$ cat src/lcd_cmd_pkg.sv
package lcd_cmd_pkg;

  // Clock and timing
  localparam int unsigned CLK_HZ      = 125_000_000;
  localparam int unsigned CYC_PER_MS  = CLK_HZ / 1000;
  localparam int unsigned T_RESP_MS   = 250;
  localparam int unsigned T_HRST_MS   = 1500;
  localparam int unsigned T_QUIET_MS  = 3000;
  localparam int unsigned T_PWR_MS    = 1000;
  localparam int unsigned RESP_CYC_DEF  = T_RESP_MS * CYC_PER_MS;
  localparam int unsigned HRST_CYC_DEF  = T_HRST_MS * CYC_PER_MS;
  localparam int unsigned QUIET_CYC_DEF = T_QUIET_MS * CYC_PER_MS;
  localparam int unsigned PWR_CYC_DEF   = T_PWR_MS * CYC_PER_MS;

  // Command and reply type codes
  localparam logic [7:0] CMD_INFO  = 8'h01;
  localparam logic [7:0] CMD_UWR   = 8'h02;
  localparam logic [7:0] CMD_URD   = 8'h03;
  localparam logic [7:0] CMD_STORE = 8'h04;
  localparam logic [7:0] CMD_RESET = 8'h05;
  localparam logic [7:0] RSP_BIT   = 8'h40;
  localparam logic [7:0] ERR_BITS  = 8'hC0;
  localparam logic [7:0] LOW6_MASK = 8'h3F;
  localparam int         RSP_POS   = 6;

  // Payload sizes and selectors
  localparam logic [7:0] SEL_VER    = 8'h00;
  localparam logic [7:0] SEL_SER    = 8'h01;
  localparam logic [7:0] USER_BYTES = 8'h10;
  localparam logic [7:0] VER_LEN    = 8'h10;
  localparam logic [7:0] SER_LEN    = 8'h14;
  localparam logic [7:0] RST_ARGS   = 8'h03;
  localparam logic [7:0] INFO_MAX   = 8'h01;
  localparam int         VER_BYTES  = 16;
  localparam int         SER_BYTES  = 20;
  localparam logic [7:0] HDR_BYTES  = 8'h02;
  localparam logic [7:0] PKT_OVH    = 8'h04;

  // Reset function argument triples
  localparam logic [23:0] TRI_RELOAD  = 24'h081263;
  localparam logic [23:0] TRI_HRST    = 24'h0C1C61;
  localparam logic [23:0] TRI_PWR     = 24'h030B5F;
  localparam logic [23:0] TRI_REBOOT  = 24'h081930;
  localparam logic [23:0] TRI_FACTORY = 24'h0A0862;

  // Configuration word; top nibble is report/failsafe/watchdog, never saved
  localparam int          CFG_W         = 32;
  localparam logic [31:0] CFG_SAVE_MASK = 32'h0FFF_FFFF;
  localparam logic [31:0] CFG_FACTORY   = 32'h0000_0001;

  // Packet check word
  localparam logic [15:0] CRC_INIT = 16'hFFFF;
  localparam logic [15:0] CRC_POLY = 16'h8408;

  // Reflected 16-bit check word, one byte at a time
  function automatic logic [15:0] crc_upd(input logic [15:0] c, input logic [7:0] b);
    logic [15:0] r;
    r = c ^ {8'h00, b};
    for (int i = 0; i < 8; i++) begin
      r = r[0] ? ((r >> 1) ^ CRC_POLY) : (r >> 1);
    end
    return r;
  endfunction

  // Byte k of an outgoing packet: type, length, payload, check low, check high
  function automatic logic [7:0] tx_pick(input logic [7:0] k, input logic [7:0] len,
                                         input logic [7:0] typ, input logic [7:0] pb,
                                         input logic [15:0] crc);
    logic [7:0] r;
    r = 8'h00;
    if (k == 8'h00) r = typ;
    else if (k == 8'h01) r = len;
    else if (k < len + HDR_BYTES) r = pb;
    else if (k == len + HDR_BYTES) r = ~crc[7:0];
    else r = ~crc[15:8];
    return r;
  endfunction

endpackage

$ cat src/lcd_link_if.sv
`timescale 1ns/1ns
`default_nettype none
// Byte stream both ways, valid/ready, one clock
interface lcd_link_if;
  logic [7:0] h2d_data;
  logic       h2d_valid;
  logic       h2d_ready;
  logic [7:0] d2h_data;
  logic       d2h_valid;
  logic       d2h_ready;

  modport dev (input h2d_data, input h2d_valid, output h2d_ready,
               output d2h_data, output d2h_valid, input d2h_ready);
  modport host (output h2d_data, output h2d_valid, input h2d_ready,
                input d2h_data, input d2h_valid, output d2h_ready);
endinterface
`default_nettype wire

$ cat src/lcd_cmd_dev.sv
`timescale 1ns/1ns
`default_nettype none
// Contract
// Info query 0x01, selector 0/empty version, 1 serial
// Version reply 0x41 with 16-byte text
// Serial reply 0x41 with 20-byte text
// Write 0x02 exactly 16 bytes, ack 0x42
// Read 0x03 empty, reply 0x43 with bytes
// Power-up loads configuration from boot state
// Store 0x04 saves current configuration, reply 0x44
// Reports, failsafe, watchdog never saved
// Reset 0x05, three bytes; 8,18,99 reloads boot
// Reload: ack, apply, keep accepting commands
// 12,28,97: ack, then pulse host reset
// After 1.5 s host reset, soft reboot
// 3,11,95: ack, then power pulse
// 8,25,48: acknowledged soft reboot
// After reboot ack, ignore packets 3 s
// 10,8,98: factory boot state, then reboot
// Factory reset keeps user area
// Reset functions acknowledged 0x45 before acting
// Host keeps ATX pins at default use
// Reply low six bits equal command's
// Packets end with LSB-first 16-bit check
// Every packet answered within 250 ms; packets with a bad check word are dropped with no reply
// Bad triple or length answered error, no action
module lcd_cmd_dev
  import lcd_cmd_pkg::*;
#(
  parameter int unsigned            HRST_CYC  = HRST_CYC_DEF,
  parameter int unsigned            PWR_CYC   = PWR_CYC_DEF,
  parameter int unsigned            QUIET_CYC = QUIET_CYC_DEF,
  // Arbitrary identity texts
  parameter logic [8*VER_BYTES-1:0] VER_STR   = "MODULE:h1v0,f1v0",
  parameter logic [8*SER_BYTES-1:0] SER_STR   = "SN000000000000000001"
) (
  // Clock and reset
  input  wire logic             clk,
  input  wire logic             reset_n,
  // Packet link to host
  lcd_link_if.dev               lnk,
  // Module configuration
  input  wire logic [CFG_W-1:0] cfg_live,
  output logic      [CFG_W-1:0] cfg_out,
  output logic                  cfg_load,
  output logic                  soft_reboot,
  // ATX control pins
  output logic                  host_rst_out,
  output logic                  host_pwr_out
);

  typedef enum logic [3:0] {
    S_BOOT, S_TYPE, S_LEN, S_DATA, S_CRC0, S_CRC1,
    S_EXEC, S_TX, S_ACT, S_HRST, S_PWR, S_QUIET
  } st_e;
  typedef enum logic [1:0] {SRC_NONE, SRC_VER, SRC_SER, SRC_USER} src_e;
  typedef enum logic [2:0] {
    ACT_NONE, ACT_RELOAD, ACT_HRST, ACT_PWR, ACT_REBOOT, ACT_FACTORY
  } act_e;

  typedef struct packed {
    st_e              st;
    logic [7:0]       typ;
    logic [7:0]       len;
    logic [7:0]       cnt;
    logic [15:0][7:0] rx;
    logic [15:0]      crc;
    logic [7:0]       crc_lo;
    logic [7:0]       rtyp;
    logic [7:0]       rlen;
    src_e             src;
    act_e             act;
    logic [7:0]       tidx;
    logic [7:0]       txb;
    logic             txv;
    logic             rxr;
    logic [15:0][7:0] user;
    logic [CFG_W-1:0] boot;
    logic [CFG_W-1:0] cfg;
    logic             cfg_ld;
    logic             hrst;
    logic             hpwr;
    logic             reboot;
    logic [31:0]      tmr;
  } dev_s;

  dev_s q;
  dev_s d;

  // Payload byte i of the current reply
  function automatic logic [7:0] pay(input src_e s, input logic [7:0] i,
                                     input logic [15:0][7:0] u);
    logic [7:0] b;
    b = 8'h00;
    case (s)
      SRC_VER:  if (i < VER_LEN) b = VER_STR[8*(VER_BYTES-1-int'(i[3:0]))+:8];
      SRC_SER:  if (i < SER_LEN) b = SER_STR[8*(SER_BYTES-1-int'(i[4:0]))+:8];
      SRC_USER: if (i < USER_BYTES) b = u[i[3:0]];
      default:  b = 8'h00;
    endcase
    return b;
  endfunction

  // Next-state logic for parser, executor and actions
  always_comb begin
    logic [7:0]  b;
    logic [7:0]  k1;
    logic [23:0] tri3;
    logic        ok;
    logic        go_reboot;
    b         = lnk.h2d_data;
    k1        = q.tidx + 8'h01;
    tri3      = {q.rx[0], q.rx[1], q.rx[2]};
    ok        = 1'b0;
    go_reboot = 1'b0;
    d         = q;
    d.cfg_ld  = 1'b0;
    d.reboot  = 1'b0;
    unique case (q.st)
      S_BOOT: begin
        d.boot   = CFG_FACTORY;
        d.cfg    = CFG_FACTORY;
        d.cfg_ld = 1'b1;
        d.st     = S_TYPE;
      end
      S_TYPE: if (lnk.h2d_valid) begin
        d.typ = b;
        d.crc = crc_upd(CRC_INIT, b);
        d.st  = S_LEN;
      end
      S_LEN: if (lnk.h2d_valid) begin
        d.len = b;
        d.cnt = 8'h00;
        d.crc = crc_upd(q.crc, b);
        d.st  = (b == 8'h00) ? S_CRC0 : S_DATA;
      end
      // Long payloads are consumed to keep framing; only 16 bytes kept
      S_DATA: if (lnk.h2d_valid) begin
        if (q.cnt < USER_BYTES) d.rx[q.cnt[3:0]] = b;
        d.crc = crc_upd(q.crc, b);
        d.cnt = q.cnt + 8'h01;
        if (q.cnt + 8'h01 == q.len) d.st = S_CRC0;
      end
      S_CRC0: if (lnk.h2d_valid) begin
        d.crc_lo = b;
        d.st     = S_CRC1;
      end
      // Bad check word drops the packet silently; host retries
      S_CRC1: if (lnk.h2d_valid) begin
        d.st = ({b, q.crc_lo} == ~q.crc) ? S_EXEC : S_TYPE;
      end
      S_EXEC: begin
        d.rlen = 8'h00;
        d.src  = SRC_NONE;
        d.act  = ACT_NONE;
        case (q.typ)
          CMD_INFO: begin
            if (q.len == 8'h00 || (q.len == INFO_MAX && q.rx[0] == SEL_VER)) begin
              ok     = 1'b1;
              d.rlen = VER_LEN;
              d.src  = SRC_VER;
            end else if (q.len == INFO_MAX && q.rx[0] == SEL_SER) begin
              ok     = 1'b1;
              d.rlen = SER_LEN;
              d.src  = SRC_SER;
            end
          end
          CMD_UWR: if (q.len == USER_BYTES) begin
            ok     = 1'b1;
            d.user = q.rx;
          end
          CMD_URD: if (q.len == 8'h00) begin
            ok     = 1'b1;
            d.rlen = USER_BYTES;
            d.src  = SRC_USER;
          end
          CMD_STORE: if (q.len == 8'h00) begin
            ok     = 1'b1;
            d.boot = cfg_live & CFG_SAVE_MASK;
          end
          CMD_RESET: if (q.len == RST_ARGS) begin
            ok = 1'b1;
            case (tri3)
              TRI_RELOAD:  d.act = ACT_RELOAD;
              TRI_HRST:    d.act = ACT_HRST;
              TRI_PWR:     d.act = ACT_PWR;
              TRI_REBOOT:  d.act = ACT_REBOOT;
              TRI_FACTORY: d.act = ACT_FACTORY;
              default:     ok = 1'b0;
            endcase
          end
          default: ok = 1'b0;
        endcase
        // Error replies keep the empty defaults and trigger nothing
        d.rtyp = (ok ? RSP_BIT : ERR_BITS) | (q.typ & LOW6_MASK);
        d.tidx = 8'h00;
        d.crc  = CRC_INIT;
        d.txb  = d.rtyp;
        d.txv  = 1'b1;
        d.st   = S_TX;
      end
      // Reply goes out whole before any action starts
      S_TX: if (lnk.d2h_ready) begin
        if (q.tidx < q.rlen + HDR_BYTES) d.crc = crc_upd(q.crc, q.txb);
        d.tidx = k1;
        if (k1 == q.rlen + PKT_OVH) begin
          d.txv = 1'b0;
          d.st  = S_ACT;
        end else begin
          d.txb = tx_pick(k1, q.rlen, q.rtyp, pay(q.src, k1 - HDR_BYTES, q.user), d.crc);
        end
      end
      S_ACT: begin
        d.tmr = '0;
        d.st  = S_TYPE;
        case (q.act)
          ACT_RELOAD: begin
            d.cfg    = q.boot;
            d.cfg_ld = 1'b1;
          end
          ACT_HRST: begin
            d.hrst = 1'b1;
            d.st   = S_HRST;
          end
          ACT_PWR: begin
            d.hpwr = 1'b1;
            d.st   = S_PWR;
          end
          ACT_REBOOT: go_reboot = 1'b1;
          ACT_FACTORY: begin
            d.boot    = CFG_FACTORY;
            go_reboot = 1'b1;
          end
          default: d.st = S_TYPE;
        endcase
      end
      S_HRST: begin
        d.tmr = q.tmr + 32'h0000_0001;
        if (q.tmr == 32'(HRST_CYC - 1)) begin
          d.hrst    = 1'b0;
          go_reboot = 1'b1;
        end
      end
      S_PWR: begin
        d.tmr = q.tmr + 32'h0000_0001;
        if (q.tmr == 32'(PWR_CYC - 1)) begin
          d.hpwr = 1'b0;
          d.st   = S_TYPE;
        end
      end
      // Bytes arriving now are taken and dropped
      S_QUIET: begin
        d.tmr = q.tmr + 32'h0000_0001;
        if (q.tmr == 32'(QUIET_CYC - 1)) d.st = S_TYPE;
      end
    endcase
    // Soft reboot reloads the boot state and goes quiet
    if (go_reboot) begin
      d.reboot = 1'b1;
      d.cfg    = d.boot;
      d.cfg_ld = 1'b1;
      d.tmr    = '0;
      d.st     = S_QUIET;
    end
    d.rxr = (d.st inside {S_TYPE, S_LEN, S_DATA, S_CRC0, S_CRC1, S_QUIET});
  end

  // Whole state in one register
  always_ff @(posedge clk or negedge reset_n) begin
    if (!reset_n) begin
      q <= '0;
    end else begin
      q <= d;
    end
  end

  // Outputs straight from state
  assign lnk.h2d_ready = q.rxr;
  assign lnk.d2h_data  = q.txb;
  assign lnk.d2h_valid = q.txv;
  assign cfg_out       = q.cfg;
  assign cfg_load      = q.cfg_ld;
  assign soft_reboot   = q.reboot;
  assign host_rst_out  = q.hrst;
  assign host_pwr_out  = q.hpwr;

endmodule
`default_nettype wire

$ cat src/flat_wrapper.sv
// flat-port wrapper written by rule: the top's interface ports become plain ports
module lcd_cmd_dev_flat import lcd_cmd_pkg::*;
#(
  parameter int unsigned            HRST_CYC  = HRST_CYC_DEF,
  parameter int unsigned            PWR_CYC   = PWR_CYC_DEF,
  parameter int unsigned            QUIET_CYC = QUIET_CYC_DEF,
                             
  parameter logic [8*VER_BYTES-1:0] VER_STR   = "                ",
  parameter logic [8*SER_BYTES-1:0] SER_STR   = "                    "
)
  (clk, reset_n, cfg_live, cfg_out, cfg_load, soft_reboot, host_rst_out, host_pwr_out, lnk_h2d_data, lnk_h2d_valid, lnk_h2d_ready, lnk_d2h_data, lnk_d2h_valid, lnk_d2h_ready);
  lcd_link_if lnk_i ();
  input  wire logic clk;
  input  wire logic reset_n;
  input  wire logic [CFG_W-1:0] cfg_live;
  output logic      [CFG_W-1:0] cfg_out;
  output logic cfg_load;
  output logic soft_reboot;
  output logic host_rst_out;
  output logic host_pwr_out;
  input wire logic [$bits(lnk_i.h2d_data)-1:0] lnk_h2d_data;
  input wire logic [$bits(lnk_i.h2d_valid)-1:0] lnk_h2d_valid;
  output wire logic [$bits(lnk_i.h2d_ready)-1:0] lnk_h2d_ready;
  output wire logic [$bits(lnk_i.d2h_data)-1:0] lnk_d2h_data;
  output wire logic [$bits(lnk_i.d2h_valid)-1:0] lnk_d2h_valid;
  input wire logic [$bits(lnk_i.d2h_ready)-1:0] lnk_d2h_ready;
  assign lnk_i.h2d_data = lnk_h2d_data;
  assign lnk_i.h2d_valid = lnk_h2d_valid;
  assign lnk_h2d_ready = lnk_i.h2d_ready;
  assign lnk_d2h_data = lnk_i.d2h_data;
  assign lnk_d2h_valid = lnk_i.d2h_valid;
  assign lnk_i.d2h_ready = lnk_d2h_ready;
  lcd_cmd_dev #(.HRST_CYC(HRST_CYC), .PWR_CYC(PWR_CYC), .QUIET_CYC(QUIET_CYC), .VER_STR(VER_STR), .SER_STR(SER_STR)) u_core (.clk(clk), .reset_n(reset_n), .lnk(lnk_i), .cfg_live(cfg_live), .cfg_out(cfg_out), .cfg_load(cfg_load), .soft_reboot(soft_reboot), .host_rst_out(host_rst_out), .host_pwr_out(host_pwr_out));
endmodule
$ cat config.mk
export PLATFORM = sky130hd
export DESIGN_NAME = lcd_cmd_dev_flat
export DESIGN_NICKNAME = d
export VERILOG_FILES = /design/src/lcd_cmd_pkg.sv /design/src/lcd_link_if.sv /design/src/lcd_cmd_dev.sv /design/src/flat_wrapper.sv
export SDC_FILE = /design/constraint.sdc
export NUM_CORES = 1
export LEC_CHECK = 0
export ABC_AREA = 0
export BUFFER_PORTS_ARGS = -buffer_cell sky130_fd_sc_hd__buf_2
export CORE_MARGIN = 10
export CORE_UTILIZATION = 38
export CTS_CLUSTER_SIZE = 8
export DETAILED_ROUTE_END_ITERATION = 7
export GPL_TIMING_DRIVEN = 0
export PLACE_DENSITY = 0.64
export SYNTH_ARGS = -nofsm -noshare
export SYNTH_HDL_FRONTEND = slang
export SYNTH_SLANG_ARGS = --single-unit
$ cat constraint.sdc
create_clock -name clk -period 6.23 [get_ports clk]
set_clock_uncertainty 0.2 [all_clocks]
set_input_delay 1.246 -clock clk [delete_from_list [all_inputs] [get_ports clk]]
set_output_delay 1.246 -clock clk [all_outputs]
set_load 0.05 [all_outputs]
* Word-level counts from Yosys, hierarchy flattened
Index checks and enable logic that the tools add are counted.
Word-level totals: register bits 447, latch bits 0, memory bits (writable) 0, ROM bits 0, bits of input ports 44, memories kept 0
Cells by class: $add $sub $neg 8, $mul 0, divide/modulo/power cells 0, order comparisons 8, eq/ne operators 58, shift operators 2, mux-type cells 101, bitwise operators 31, reduce and logical (&&, ||, !) cells 34
Operator list (count):
- $mux 16 | 30
- $shiftx 160x32->8 const A | 1
- $mux 152 | 1
- $bwmux 128 | 1
- $mux 128 | 1
- $shiftx 128x32->8 const A | 1
- $mux 33 | 3
- $eq 24x20->1 const B | 4
- $mux 32 | 3
- $mux 8 | 12
- $pmux 32 s3 | 1
- $pmux 16 s5 | 1
- $not 2->3 | 24
- $pmux 33 s2 | 1
- $pmux 32 s2 | 1
- $pmux 4 s11 | 1
- $mux 4 | 10
- $pmux 17 s2 | 1
- $add 32x1->32 const B | 1
- $bmux 8 s4 | 1
- $demux 8 s4 | 1
- $eq 32x27->1 const B | 1
- $eq 32x28->1 const B | 1
- $eq 32x29->1 const B | 1
- 61 further kinds | 139

* Logic depth before layout (Yosys ltp)
word-level depth 28, gate-level depth with buffers 15

* Least setup slack after synthesis
OpenSTA, ideal clock, no wires.
path kind reg2reg, start register u_core.q[238] (netlist name), end register u_core.q, in the netlist u_core.lnk.d2h_data[7], library setup time 0.126 ns, arrival time 3.989 ns, slack 1.915 ns, stages on the path, launching flop included 13, path buffers 6, period minus slack after synthesis 4.315 ns, cells stage by stage dfrtp_1 > buf_2 > buf_1 > buf_2 > inv_1 > ha_1 > clkbuf_1 > buf_1 > clkbuf_1 > mux4_2 > mux4_1 > a21oi_1 > a21oi_1
Between the ends: word-level cells in the longest chain between the ends 12
RTL lines:
- from (decl) | RTL line lcd_cmd_dev.sv:87 | dev_s q;
- from (signal assigned) | RTL line lcd_cmd_dev.sv:271 | q <= '0;
- from (signal assigned) | RTL line lcd_cmd_dev.sv:273 | q <= d;
- $add 8x1->8 / $lt 8x8->1 (equally long branches) | RTL line lcd_cmd_dev.sv:112, lcd_cmd_dev.sv:204
- $sub 8x2->8 / $mux 16 (equally long branches) | RTL line lcd_cmd_dev.sv:210, lcd_cmd_dev.sv:204
- $sub 5x5->6, or another cell as far along | RTL line lcd_cmd_dev.sv:97 | SRC_SER: if (i < SER_LEN) b = SER_STR[8*(SER_BYTES-1-int'(i[4:0]))+:8];
- $shiftx 160x32->8, or another cell as far along | RTL line lcd_cmd_dev.sv:97
- $mux 8, or another cell as far along | RTL line lcd_cmd_dev.sv:97
- $pmux 8 s3 / $mux 8 (equally long branches) | RTL line lcd_cmd_dev.sv:95, lcd_cmd_pkg.sv:74
- $mux 8 | RTL line lcd_cmd_pkg.sv:73 | else if (k < len + HDR_BYTES) r = pb;
- $mux 8 | RTL line lcd_cmd_pkg.sv:72 | else if (k == 8'h01) r = len;
- $mux 8 | RTL line lcd_cmd_pkg.sv:71 | if (k == 8'h00) r = typ;
- $mux 8 | RTL line lcd_cmd_dev.sv:206 | if (k1 == q.rlen + PKT_OVH) begin
- $mux 17 | RTL line lcd_cmd_dev.sv:203 | S_TX: if (lnk.d2h_ready) begin
- $pmux 17 s2 | RTL line lcd_cmd_dev.sv:119 | unique case (q.st)
Parallel ways exist; a longest one is shown, timed or not. The select of a mux whose other input is x is not followed. A chain may end at the register's enable or synchronous reset.

* Worst setup path in the final report
start register u_core.q[238] (netlist name), end register u_core.q, in the netlist u_core.lnk.d2h_data[3]
The elaborated chain is that of the path after synthesis.

==> results by group <==
STA
  – Tmin final: 5410 ps
  – PnR worst setup slack: 821 ps
  – RSZ-0062 raised after global routing: false
  – Final setup violation count: 0
  – Worst slew pin tran: 1330 ps
  – WHS: 256 ps
  – Fmax achieved: 0.185 GHz
  – Final hold vios: 0
  – Period utilization: 86.8%
  – Final Max Slew Viols: 0
  – Rel. slew slack: 10.6%

Placement
  – Placed cell area: 23300 um2
  – Hpwl dp: 42100 um
  – Dpl ws: -54.3 ps
  – IO buf count: 78
  – Placer Congestion: 0.908

Power and ir drop
  – Max VDD drop: 0.302 mV
  – Static leakage: 11.7 nW
  – Power per Cell Area: 439 nW/um2

Route
  – DRC violations left: 0
  – Vias: 15760
  – Initial DRT Pass Iterations: 5
  – Avg WL per Cell: 21.1 um
  – Routed Antenna Nets: 0
  – Drt first-iter violations: 1063
  – Total Wirelength: 59500 um
  – Vias/cell: 5.59

Clock network
  – CTS tree: built
  – Clock transition at path regs: 50 ps
  – Clock Latency Late Sink: 660 ps
  – Number of buffers created by CTS: 61
  – Clk sink count: 441
  – CTS Buffer Depth: 3
  – Post CTS Setup Buffer Count: 0
  – CTS root buf: clkbuf_16
  – Hold-fix buffers, CTS: 0
  – H-tree level count: 2

Critical path
  – Path depth of the worst reg2reg path: 11
  – CP peak stage delay: 700 ps
  – Type of the worst setup path: register to register
  – CP Data Required Time: 6530 ps
  – CP startpoint kind: register
  – Largest driver fanout on the critical path: 16
  – Worst EP arrival: 5710 ps
  – Delay-heaviest family, CP: buffers and inverters
  – Buffers & Inverters on Critical Path: 6
  – Worst setup EP type: register
  – CP max stage cell: clkbuf_1
  – Crit-path cells: buf_2 -> buf_2 -> inv_1 -> ha_1 -> clkbuf_1 -> buf_1 -> clkbuf_2 -> mux4_2 -> mux4_1 -> a21oi_1 -> o21ai_1
  – Worst path depth: 11
  – Most common cell on crit path: buf_2

GRT
  – Antenna violations before repair: 2
  – Vias in the first global route: 16276
  – Gr usage total: 17.5%
  – Gr ovfl total: 0
  – Largest net degree at the start of global routing: 114
  – First-pass GRT wire length: 94100 um

Yosys
  – Mapped Nets: 1975
  – Post-synth top area cell: dfrtp_1
  – Sequential area share after synthesis: 50.5%
  – Yosys top cell area share: 50.5%
  – Post-synth cell types: 83
  – Synthesized cell area: 21900 um2
  – Ys flop type: dfrtp_1
  – Top cells by area, synth: dfrtp_1 (50%), mux2_2 (14%), mux4_2 (3.8%)
  – Gate count after technology mapping: 1916
  – Post-synth ARST share: 100%
  – Post-synth EDFFs: 0
  – Synthesis-stage register bit count: 441
  – Synth cell count leaders: dfrtp_1 (441), mux2_2 (279), nand2_1 (202), clkbuf_1 (114), nor2_1 (98)
  – Count leader, synth: dfrtp_1
  – Synthesized area per cell: 11.4 um2
  – Ys Warns: 0

Status
  – Outcome: completed

Run
  – Number of max-cap violations: 0

Worst hold path
  – Hold Crit Class: register to register
  – Worst Hold Path Cells: 1

Finish
  – Share of cells above drive strength 1: 25.9%
  – Fill count: 5270
  – Layout Nets: 2119
  – Layout area overhead: 14.1%
  – Antenna fix cells: 0
  – Final core occ: 44.0%
  – Storage cell area: 11000 um2
  – Multi-input logic area: 9930 um2
  – Finished Cell Area: 24900 um2

Floorplanning
  – Die width: 260 um
  – Initial Utilization: 38.5%
  – Die area: 67500 um2
  – Ports: 90
  – Die height: 260 um
  – Rows: 87
  – Core area: 56700 um2
[cell usage in the layout (no fill, tap or decap), types with 7 or more instances in the layout]
master       n
dfrtp_1    441
mux2_2     279
nand2_1    202
clkbuf_1   114
nor2_1      98
buf_2       81
o21ai_0     80
clkbuf_16   61
xnor2_1     57
a21oi_1     57
xor2_1      51
buf_4       40
nand3_1     39
mux4_2      37
nor3_1      36
a22o_1      36
a22oi_1     32
inv_1       28
nor4_1      21
nand4_1     20
a211oi_1    15
ha_1        15
nand2b_1    14
and2_1      13
nor2b_1     12
o31ai_1     12
and3_1      11
or3_1       11
a21o_1       8
nor3b_1      7
nor4b_1      7
[cell families (layout without fill, tap and decap cells)]
logic type | count (synthesis) | in the layout | synth area share (%)
XOR/XNOR | 110 | 110 | 4.50
buffers and inverters | 195 | 343 | 4.11
multiplexers | 322 | 322 | 18.7
adder cells (fa/ha/maj) | 15 | 15 | 0.859
AND/OR/NAND/NOR | 530 | 530 | 12.0
flip-flops | 441 | 441 | 50.5
AO/OA/AOI/OAI | 303 | 303 | 9.39
[routing by layer]
metal  share of wire, %  vias up  GRT usage (%)  wire [um]
li1                   -     7099              -          -
met1                 43     8087           22.6      25300
met2                 49      446           29.6      29300
met3                5.0      128           2.64       2970
met4                3.2        0           6.04       1890
met5                  0        -              0          0
[repair_timing]
item,CTS,global route
pin swaps,0,0
resized for setup,1,0
setup endpoints to repair,3,2
[per-stage QoR]
stage / total power [mW] / instances / setup TNS, ps
final: 10.9 / 2820 / 0
after global routing: 11.5 / 2820 / 0
after CTS: 11.0 / 2821 / 0
after detailed placement: 8.00 / 2754 / -154
after global placement: 7.91 / 2750 / -2196780
after floorplan: 6.77 / 1916 / 0
[power by group]
part / leakage [nW] / internal [mW] / switching (mW)
sequential: 5.95 / 3.23 / 0.344
combinational: 4.95 / 1.70 / 2.73
clock: 0.795 / 1.72 / 1.21
[final cells by class]
| type | count | area share (%) |
|---|---|---|
| timing repair buffer | 82 | 2.05 |
| clock inverter | 5 | 0.401 |
| multi-input combinational | 1280 | 39.8 |
| tap | 756 | 3.79 |
| clock buffer | 62 | 6.13 |
| buffer | 165 | 3.14 |
| sequential | 441 | 44.2 |
| inverter | 29 | 0.446 |
[final timing paths]
kind | start | endpoint | slack (ps)
worst max-delay path | u_core.q[238]$_DFFE_PN0P_ | u_core.lnk.d2h_data[3]$_DFFE_PN0P_ | 820
worst min-delay path | register | u_core.q[149]$_DFFE_PN0P_ | 260
worst max register to register | u_core.q[238]$_DFFE_PN0P_ | u_core.lnk.d2h_data[3]$_DFFE_PN0P_ | 820
worst min register to register | register | u_core.q[149]$_DFFE_PN0P_ | 260
max in group asynchronous | reset_n | u_core.q[207]$_DFFE_PN0P_ | 4180
min in group asynchronous | reset_n | u_core.cfg_out[9]$_DFFE_PN0P_ | 340
Note: power is estimated with default switching activity, not from simulation.
